===== config.mk =====
export PLATFORM = sky130hd
export DESIGN_NAME = ops_panel_sequencer
export DESIGN_NICKNAME = d
export VERILOG_FILES = /design/src/core/ops_pkg.sv /design/src/core/ops_panel_sequencer.sv /design/src/core/ops_switch_sync.sv
export SDC_FILE = /design/constraint.sdc
export NUM_CORES = 1
export LEC_CHECK = 0
export BUFFER_PORTS_ARGS = -buffer_cell sky130_fd_sc_hd__buf_2
export CORE_AREA = 2 2 155 157
export CTS_BUF_LIST = sky130_fd_sc_hd__clkbuf_8 sky130_fd_sc_hd__clkbuf_16
export DETAILED_ROUTE_END_ITERATION = 10
export DIE_AREA = 0 0 157 159
export PLACE_DENSITY = 0.84
export REMOVE_ABC_BUFFERS = 1
export SKIP_CTS_REPAIR_TIMING = 1
export SYNTH_ARGS = -nofsm -noshare
export SYNTH_HDL_FRONTEND = slang
export SYNTH_SLANG_ARGS = --single-unit

===== constraint.sdc =====
create_clock -name clock -period 4.7 [get_ports clock]
set_clock_uncertainty 0.15 [all_clocks]
set_input_delay 0.705 -clock clock [delete_from_list [all_inputs] [get_ports clock]]
set_output_delay 0.705 -clock clock [all_outputs]
set_load 0.1 [all_outputs]

===== src/core/ops_pkg.sv =====
/*
 Shared constants, carrier structs and the sequencer state type for the
 operator panel sequencer. Assumes a single 100 MHz clock domain and
 synchronous active-high reset in every user of this package.
*/
package ops_pkg;

	// Data and address sizes
	localparam int WORD_W = 40;
	localparam int HALF_W = 20;
	localparam int ADDR_W = 10;

	// Breakpoint marks inside one instruction: first and fifth order bits
	localparam int RED_BIT_POS = 19;
	localparam int GREEN_BIT_POS = 15;

	// Tape end marker length and counter step
	localparam int SPACE_END_COUNT = 2;
	localparam int ADDR_STEP = 1;
	localparam logic [ADDR_W-1:0] COUNTER_RESET = 10'h000;

	// Operator switch positions on the synchroniser bus
	localparam int SW_LOAD = 0;
	localparam int SW_START = 1;
	localparam int SW_PERFORM = 2;
	localparam int SW_SETCTR = 3;
	localparam int SW_RED = 4;
	localparam int SW_GREEN = 5;
	localparam int SW_AUTO = 6;
	localparam int SW_COUNT = 7;

	// One tape reader delivery: a word or a space character
	typedef struct packed {
		logic valid;
		logic is_space;
		logic [WORD_W-1:0] word;
	} ops_tape_type;

	// Memory request towards storage
	typedef struct packed {
		logic rd_req;
		logic wr_en;
		logic [ADDR_W-1:0] addr;
		logic [WORD_W-1:0] wr_data;
	} ops_mem_type;

	// Execute request towards instruction control
	typedef struct packed {
		logic req;
		logic [HALF_W-1:0] instr;
	} ops_exec_type;

	// Completion report from instruction control
	typedef struct packed {
		logic done;
		logic xfer;
		logic xfer_right;
		logic [ADDR_W-1:0] xfer_addr;
	} ops_ctl_type;

	typedef enum logic [3:0] {
		S_HALT,
		S_FETCH,
		S_FETCH_WAIT,
		S_CONNECT,
		S_EXEC,
		S_EXEC_WAIT,
		S_LOAD_WAIT,
		S_LOAD_WRITE,
		S_LOAD_DONE
	} ops_state_type;

endpackage


===== src/core/ops_panel_sequencer.sv =====
/*
 Operator panel sequencer: function gates over the instruction pair,
 manual and automatic stepping, breakpoint stops and the tape load.
 Assumes memory answers a read with mem_rd_valid some cycles later,
 instruction control answers each execute request with ctl.done, and
 the tape reader presents one delivery per valid cycle during load.
*/
module ops_panel_sequencer
	import ops_pkg::*;
(
	input wire logic clock,
	input wire logic rst,
	input wire logic [SW_COUNT-1:0] panel_sw,
	input wire logic [ADDR_W-1:0] counter_switches,
	input wire ops_tape_type tape_in,
	input wire logic mem_rd_valid,
	input wire logic [WORD_W-1:0] mem_rd_data,
	input wire ops_ctl_type ctl_in,
	input wire logic operand_wr_en,
	input wire logic [WORD_W-1:0] operand_wr_data,
	output ops_mem_type mem_out,
	output ops_exec_type exec_out,
	output logic gate_left_reg,
	output logic gate_right_reg,
	output logic [ADDR_W-1:0] counter_reg,
	output logic [WORD_W-1:0] instruction_pair_register,
	output logic [WORD_W-1:0] reader_word_register,
	output logic [WORD_W-1:0] load_checksum_accumulator,
	output logic [WORD_W-1:0] preserved_operand_register,
	output logic bp_halt_reg,
	output logic running_reg
);

	ops_state_type state_reg;
	ops_state_type state_next;
	logic [SW_COUNT-1:0] sw_level;
	logic [SW_COUNT-1:0] sw_rise;
	logic [ADDR_W-1:0] load_start_reg;
	logic [1:0] space_cnt_reg;
	logic pair_empty_reg;
	logic xfer_pend_reg;
	logic xfer_right_reg;
	logic [HALF_W-1:0] connected;
	logic bp_hit;
	logic halted_cmd;
	logic start_ok;
	logic perform_ok;
	logic auto_next;
	logic go_fetch;
	logic go_right;
	logic fetch_done;
	logic tape_word;
	logic tape_space;
	logic load_end;
	logic exec_done;

	// Every press passes the synchroniser before any use
	ops_switch_sync #(.N(SW_COUNT)) u_sync (
		.clock(clock),
		.rst(rst),
		.sw_raw(panel_sw),
		.sw_level(sw_level),
		.sw_rise(sw_rise)
	);

	assign connected = gate_right_reg ? instruction_pair_register[HALF_W-1:0]
		: instruction_pair_register[WORD_W-1:HALF_W];

	assign bp_hit = (sw_level[SW_RED] && !connected[RED_BIT_POS])
		|| (sw_level[SW_GREEN] && !connected[GREEN_BIT_POS]);

	assign halted_cmd = (state_reg == S_HALT) && !sw_level[SW_LOAD];
	assign start_ok = halted_cmd && sw_rise[SW_START];
	assign perform_ok = halted_cmd && sw_rise[SW_PERFORM] && !start_ok;
	assign exec_done = (state_reg == S_EXEC_WAIT) && ctl_in.done;
	assign auto_next = exec_done && sw_level[SW_AUTO];

	// left to right step, right side fetches next word
	assign go_fetch = (start_ok && (gate_right_reg || xfer_pend_reg))
		|| (auto_next && (gate_right_reg || ctl_in.xfer));
	assign go_right = (start_ok && !gate_right_reg && !xfer_pend_reg)
		|| (auto_next && !gate_right_reg && !ctl_in.xfer);
	assign fetch_done = (state_reg == S_FETCH_WAIT) && mem_rd_valid;

	// Tape deliveries are only looked at while waiting for the reader
	assign tape_word = (state_reg == S_LOAD_WAIT) && tape_in.valid && !tape_in.is_space;
	assign tape_space = (state_reg == S_LOAD_WAIT) && tape_in.valid && tape_in.is_space;
	assign load_end = tape_space && (space_cnt_reg == 2'(SPACE_END_COUNT - 1));

	// Next state of the sequencer
	always_comb
	begin
		state_next = state_reg;
		unique case (state_reg)
			S_HALT:
			begin
				if (sw_level[SW_LOAD])
					state_next = S_LOAD_WAIT;
				else if (go_fetch)
					state_next = S_FETCH;
				else if (go_right && !pair_empty_reg)
					state_next = S_CONNECT;
				else if (perform_ok)
					state_next = S_EXEC;
			end
			S_FETCH:
				state_next = S_FETCH_WAIT;
			S_FETCH_WAIT:
			begin
				if (mem_rd_valid)
					state_next = S_CONNECT;
			end
			S_CONNECT:
			begin
				if (bp_hit)
					state_next = S_HALT;
				else
					state_next = S_EXEC;
			end
			S_EXEC:
				state_next = S_EXEC_WAIT;
			S_EXEC_WAIT:
			begin
				if (ctl_in.done)
				begin
					if (go_fetch)
						state_next = S_FETCH;
					else if (go_right)
						state_next = S_CONNECT;
					else
						state_next = S_HALT;
				end
			end
			S_LOAD_WAIT:
			begin
				if (load_end)
					state_next = S_LOAD_DONE;
				else if (tape_word)
					state_next = S_LOAD_WRITE;
			end
			S_LOAD_WRITE:
				state_next = S_LOAD_WAIT;
			S_LOAD_DONE:
			begin
				// wait for operator to drop load
				if (!sw_level[SW_LOAD])
					state_next = S_HALT;
			end
		endcase
	end

	// State register and run indicator
	always_ff @(posedge clock)
	begin
		if (rst)
		begin
			state_reg <= S_HALT;
			running_reg <= 1'b0;
		end
		else
		begin
			state_reg <= state_next;
			running_reg <= (state_next != S_HALT) && (state_next != S_LOAD_DONE);
		end
	end

	// Function gates; right after reset so the first start fetches
	always_ff @(posedge clock)
	begin
		if (rst)
		begin
			gate_left_reg <= 1'b0;
			gate_right_reg <= 1'b1;
		end
		else if (fetch_done)
		begin
			gate_left_reg <= !xfer_pend_reg || !xfer_right_reg;
			gate_right_reg <= xfer_pend_reg && xfer_right_reg;
		end
		else if (go_right && (state_reg == S_HALT || state_reg == S_EXEC_WAIT))
		begin
			gate_left_reg <= 1'b0;
			gate_right_reg <= 1'b1;
		end
	end

	// Pending transfer; applied at the next fetch
	always_ff @(posedge clock)
	begin
		if (rst)
		begin
			xfer_pend_reg <= 1'b0;
			xfer_right_reg <= 1'b0;
		end
		else if (exec_done && ctl_in.xfer)
		begin
			xfer_pend_reg <= 1'b1;
			xfer_right_reg <= ctl_in.xfer_right;
		end
		else if (fetch_done)
			xfer_pend_reg <= 1'b0;
	end

	always_ff @(posedge clock)
	begin
		if (rst)
			counter_reg <= COUNTER_RESET;
		else if (load_end)
			counter_reg <= load_start_reg;
		else if (state_reg == S_LOAD_WRITE || fetch_done)
			// advance by one, next load slot or next pair
			counter_reg <= counter_reg + ADDR_W'(ADDR_STEP);
		else if (exec_done && ctl_in.xfer)
			counter_reg <= ctl_in.xfer_addr;
		else if (halted_cmd && sw_rise[SW_SETCTR])
			counter_reg <= counter_switches;
	end

	// Start address remembered for the restore
	always_ff @(posedge clock)
	begin
		if (rst)
			load_start_reg <= COUNTER_RESET;
		else if (state_reg == S_HALT && sw_level[SW_LOAD])
			load_start_reg <= counter_reg;
	end

	// Adjacent space counter; any word breaks the run
	always_ff @(posedge clock)
	begin
		if (rst)
			space_cnt_reg <= 2'h0;
		else if (state_reg != S_LOAD_WAIT || tape_word)
			space_cnt_reg <= 2'h0;
		else if (tape_space)
			space_cnt_reg <= space_cnt_reg + 2'h1;
	end

	// Instruction pair; stays zero for the whole load
	always_ff @(posedge clock)
	begin
		if (rst)
		begin
			instruction_pair_register <= 40'h00_0000_0000;
			pair_empty_reg <= 1'b0;
		end
		else if (state_reg == S_HALT && sw_level[SW_LOAD])
		begin
			instruction_pair_register <= 40'h00_0000_0000;
			pair_empty_reg <= 1'b1;
		end
		else if (fetch_done)
		begin
			instruction_pair_register <= mem_rd_data;
			pair_empty_reg <= 1'b0;
		end
	end

	// Reader word and checksum during load
	always_ff @(posedge clock)
	begin
		if (rst)
		begin
			reader_word_register <= 40'h00_0000_0000;
			load_checksum_accumulator <= 40'h00_0000_0000;
		end
		else if (state_reg == S_HALT && sw_level[SW_LOAD])
		begin
			reader_word_register <= 40'h00_0000_0000;
			load_checksum_accumulator <= 40'h00_0000_0000;
		end
		else if (tape_word)
		begin
			// capture word first, last word stays
			reader_word_register <= tape_in.word;
			load_checksum_accumulator <= load_checksum_accumulator + tape_in.word;
		end
	end

	// Operand register belongs to arithmetic; loading never writes it
	always_ff @(posedge clock)
	begin
		if (rst)
			preserved_operand_register <= 40'h00_0000_0000;
		else if (operand_wr_en && state_reg != S_LOAD_WAIT && state_reg != S_LOAD_WRITE)
			preserved_operand_register <= operand_wr_data;
	end

	// Memory requests: one-cycle strobes, address held between them
	always_ff @(posedge clock)
	begin
		if (rst)
			mem_out <= '0;
		else
		begin
			mem_out.rd_req <= (state_reg == S_FETCH);
			// write at counter, from reader word
			mem_out.wr_en <= (state_reg == S_LOAD_WRITE);
			if (state_reg == S_FETCH || state_reg == S_LOAD_WRITE)
				mem_out.addr <= counter_reg;
			if (state_reg == S_LOAD_WRITE)
				mem_out.wr_data <= reader_word_register;
		end
	end

	// Execute request; in manual mode gates stay on the executed half afterwards
	always_ff @(posedge clock)
	begin
		if (rst)
			exec_out <= '0;
		else
		begin
			exec_out.req <= (state_reg == S_EXEC);
			if (state_reg == S_EXEC)
				exec_out.instr <= connected;
		end
	end

	// Breakpoint stop flag; a start then moves past the instruction
	always_ff @(posedge clock)
	begin
		if (rst)
			bp_halt_reg <= 1'b0;
		else if (state_reg == S_CONNECT && bp_hit)
			bp_halt_reg <= 1'b1;
		else if (state_reg == S_HALT && (start_ok || perform_ok || sw_level[SW_LOAD]))
			bp_halt_reg <= 1'b0;
	end

	AST_GATE_ONEHOT:
	assert property (@(posedge clock) disable iff (rst) gate_left_reg != gate_right_reg)
	else $error("function gates not one-hot");

	AST_LOAD_PAIR_ZERO:
	assert property (@(posedge clock) disable iff (rst)
		(state_reg == S_LOAD_WAIT || state_reg == S_LOAD_WRITE) |-> instruction_pair_register == '0)
	else $error("instruction pair not zero during load");

	AST_LOAD_WRITE:
	assert property (@(posedge clock) disable iff (rst)
		state_reg == S_LOAD_WRITE |=> mem_out.wr_en && mem_out.addr == $past(counter_reg)
		&& mem_out.wr_data == reader_word_register)
	else $error("load write wrong address or data");

	AST_CHECKSUM:
	assert property (@(posedge clock) disable iff (rst)
		tape_word |=> load_checksum_accumulator
		== $past(load_checksum_accumulator) + $past(tape_in.word))
	else $error("checksum did not accumulate");

	AST_LOAD_RESTORE:
	assert property (@(posedge clock) disable iff (rst)
		load_end |=> state_reg == S_LOAD_DONE && counter_reg == $past(load_start_reg))
	else $error("counter not restored after load");

	AST_NO_EXEC_LOAD:
	assert property (@(posedge clock) disable iff (rst)
		state_reg == S_LOAD_DONE && sw_level[SW_LOAD] |=> !exec_out.req && state_reg == S_LOAD_DONE)
	else $error("execution while load held");

	AST_MANUAL_HALT:
	assert property (@(posedge clock) disable iff (rst)
		exec_done && !sw_level[SW_AUTO] |=> state_reg == S_HALT ##1 !exec_out.req)
	else $error("manual mode did not halt");

	AST_RIGHT_STEP:
	assert property (@(posedge clock) disable iff (rst)
		start_ok && !gate_right_reg && !xfer_pend_reg && !pair_empty_reg
		|=> gate_right_reg && state_reg == S_CONNECT ##0 (bp_hit or (!bp_hit ##2 exec_out.req)))
	else $error("left start did not execute right half");

	AST_FETCH_INC:
	assert property (@(posedge clock) disable iff (rst)
		fetch_done |=> counter_reg == $past(counter_reg) + ADDR_W'(ADDR_STEP)
		&& instruction_pair_register == $past(mem_rd_data))
	else $error("fetch did not load pair and advance");

	AST_BP_HALT:
	assert property (@(posedge clock) disable iff (rst)
		state_reg == S_CONNECT && bp_hit |=> state_reg == S_HALT && $stable(gate_right_reg)
		&& bp_halt_reg)
	else $error("breakpoint did not stop");

	AST_BP_OFF:
	assert property (@(posedge clock) disable iff (rst)
		state_reg == S_CONNECT && !bp_hit |=> state_reg == S_EXEC ##1 exec_out.req)
	else $error("unmarked instruction not executed");

	AST_OPERAND_KEPT:
	assert property (@(posedge clock) disable iff (rst)
		state_reg == S_LOAD_WAIT |=> $stable(preserved_operand_register))
	else $error("operand changed during load");

endmodule


===== src/core/ops_switch_sync.sv =====
/*
 Synchroniser for the operator switches: a clean level and a one-cycle
 rising-edge pulse per switch. Assumes raw switches are debounced levels.
*/
module ops_switch_sync
	import ops_pkg::*;
#(
	parameter int N = SW_COUNT
)
(
	input wire logic clock,
	input wire logic rst,
	input wire logic [N-1:0] sw_raw,
	output logic [N-1:0] sw_level,
	output logic [N-1:0] sw_rise
);

	logic [N-1:0] meta_reg;
	logic [N-1:0] sync_reg;
	logic [N-1:0] prev_reg;

	genvar i;
	generate
		for (i = 0; i < N; i++)
		begin : g_sw
			always_ff @(posedge clock)
			begin
				if (rst)
				begin
					meta_reg[i] <= 1'b0;
					sync_reg[i] <= 1'b0;
					prev_reg[i] <= 1'b0;
					sw_rise[i] <= 1'b0;
				end
				else
				begin
					meta_reg[i] <= sw_raw[i];
					sync_reg[i] <= meta_reg[i];
					prev_reg[i] <= sync_reg[i];
					sw_rise[i] <= sync_reg[i] & ~prev_reg[i]; // Edge taken after sync only
				end
			end
		end
	endgenerate

	// Level follows the second stage, one flop later to stay registered
	assign sw_level = prev_reg;

endmodule


==> flow_summary.toml <==
[run_status]
status = "complete, no violations"

[setup_path]
crit_path_start_kind = "register"
cp_data_required_time_ns = 4.95
cp-end-kind = "register"
timing.setup.critical_path_class = "register to register"
timing.rr.start = "state_reg[2]"
reg2reg_slack_ns = 1.36
worst_setup_sp = "state_reg[2]"
worstPathMaxFanout = 84
cp_data_arrival_time_ns = 3.59

[clock_network]
clock_tree.root_cell = "clkbuf_16"
ctsHtreeMaxLevel = 1
tritoncts_num_sinks = 290
clock_pin_slew_of_the_registers_on_the_worst_case_setup_and_hold_paths_ns = 0.06
clock_path_buffers = 3
cts_buffers = 30
tritoncts_clock_tree = "yes"
insertion_delay_ns = 0.54

[power]
ir_worst_vdd_mv = 0.341
power_density_over_cell_area_nw_per_um2 = 505
p_leak_nw = 7.28
power_w = 0.00802

[logic_synthesis]
synth_seq_cells = 290
synth_sequential_area_ratio_pct = 45.7
yosys_most_used_dff = "dfxtp_1"
synth_enable_flop_cells = 0
synth_area_um2 = 12700
synthTopCellsByArea = "dfxtp_1 46%, nand2_1 12%, a21oi_1 9.9%"
synthArstFlopShare_pct = 0
syn-instance-count = 1573
synth_largest_area_cell = "dfxtp_1"
synth-warning-count = 0
synth_area_per_cell_um2 = 8.07
synth_top_cell_area_share_pct = 45.7
synth_cell_type_count = 64

[timing]
share_of_the_clock_period_used_by_the_worst_path_pct = 71.2
tns_ns = 0
fin_crit_ns = 3.34
worst_slew_pin_slew_ns = 1.10
setup_repair_after_global_routing_missed_its_margin = "false"
achievable-frequency_mhz = 299
final_hold_violations = 0
finalMaxSlewViolations = 0
setup_violators_final = 0
slew-limit-headroom_pct = 26.7
final_layout_worst_hold_slack_ns = 0.225

[route]
wl_um = 36800
post_drt_via_cell_ratio = 5.50
vias = 12458
drtPass1Iterations = 5
wl_per_cell_um = 16.2
drt_iter0_drc = 851
final_antenna_net_count = 0
drc = 0

[grt]
antenna_found_initial = 2
grt_first_pass_wirelength_um = 57200
global_route_congestion_overflow_total = 0
grt_max_degree = 85
vias_in_the_first_global_route = 11562
gr-usage-all-layers_pct = 27.8

[final_layout]
layout.nets = 2120
fillCellCount = 1860
largest_register_ffs = 52
syn2layout_area_growth_pct = 25.0
area_used_by_multi_input_combinational_logic_um2 = 6470
max_flop_register = "mem_out"
post_route_cells_drive_above_1_share_pct = 24.9
register_area_um2 = 5810
final_cell_area_um2 = 15900

[die]
design.die.area_um2 = 25000
core-area_um2 = 23200
rows = 56
initial_core_util_pct = 54.7
chipWidth_um = 157
die_height_um = 159
ios = 403

[placement]
gpl.final_weighted_congestion = 0.954
dp_hpwl_um = 25600
place.port_buffers = 402
placement.cell_area_um2 = 14900

[run]
max_cap_violations = 0

[hold_path]
start_point_of_the_worst_min_delay_path = "panel_sw[4]"
worstHoldPathType = "input pin to register"
layout make-up:
| cell class | count | area share (%) |
|---|---|---|
| clock buffer | 38 | 5.50 |
| tap | 319 | 2.52 |
| sequential | 290 | 36.6 |
| multi-input combinational | 1168 | 40.8 |
| inverter | 14 | 0.331 |
| clock inverter | 16 | 0.765 |
| timing repair buffer | 418 | 13.5 |
| antenna | 2 | 0.0315 |
critical path, cell delays in order (launching register included):
cell and delay, ns:
dfxtp_1 0.43, nor2_1 0.29, nand3_1 0.68, nand2b_4 1.06, buf_4 0.46, a211oi_1 0.07
final timing paths:
kind | end | depth (start not counted)
worst min-delay path | u_sync.meta_reg[4] | 2
worst max register to register | load_checksum_accumulator[1] | 5
worst min register to register | u_sync.sw_rise[1] | 1
worst max-delay path | load_checksum_accumulator[1] | 5
per-stage QoR:
step                setup slack (ns)  std cells  utilization [%]
floorplan                      0.556       1472                -
global placement                1.07       2209             64.1
detailed placement              1.02       2209             64.1
CTS                             1.40       2263             68.4
global route                    1.12       2265             68.4
finish                          1.36       2265             68.4
synth_stat cells, drive strengths merged (14+ instances only):
cell and count:
o21ai 27, a21o 20, xor2 16, clkbuf 81
buf 20, a21oi 252, nor2 92, ha 41
xnor2 24, mux2i 47, nand3 35, dfxtp 290
a211oi 41, nor2b 31, nand2 420, inv 14
cell usage in the layout, fill, tap and decap left out, types with 24 or more instances in the layout:
master and count:
clkbuf_16 31, a211oi_1 40, xnor2_1 24, nor2_1 90, dfxtp_1 290, a21oi_1 252, nand3_1 34, ha_1 41
buf_2 401, mux2i_1 47, nand2_1 420, nor2b_1 31
logic make-up (layout without fill, tap and decap cells):
family	Yosys count	count (layout)	synth area share, %
muxes	48	48	3.80
xor gates and xnor gates	40	40	2.76
buffers and inverters	115	486	3.52
DFF	290	290	45.7
and+or+nand+nor	634	634	20.8
other	0	2	0
AOI/OAI and AO/OA	404	404	19.2
adders and majority gates	42	42	4.20
power breakdown:
group / switching (W) / internal, W
Clock: 0.000943 / 0.00140
Sequential: 0.000220 / 0.00268
Combinational: 0.00221 / 0.000557
metal layers:
| metal | vias up | share of wire, % | global-route usage (%) |
|---|---|---|---|
| li1 | 6073 | - | - |
| met2 | 541 | 49 | 48.8 |
| met3 | 98 | 7.1 | 4.55 |
| met5 | - | 0 | 0 |
| met1 | 5746 | 40 | 33.7 |
| met4 | 0 | 3.7 | 11.1 |
No activity file was read; power rests on OpenSTA's default activity.
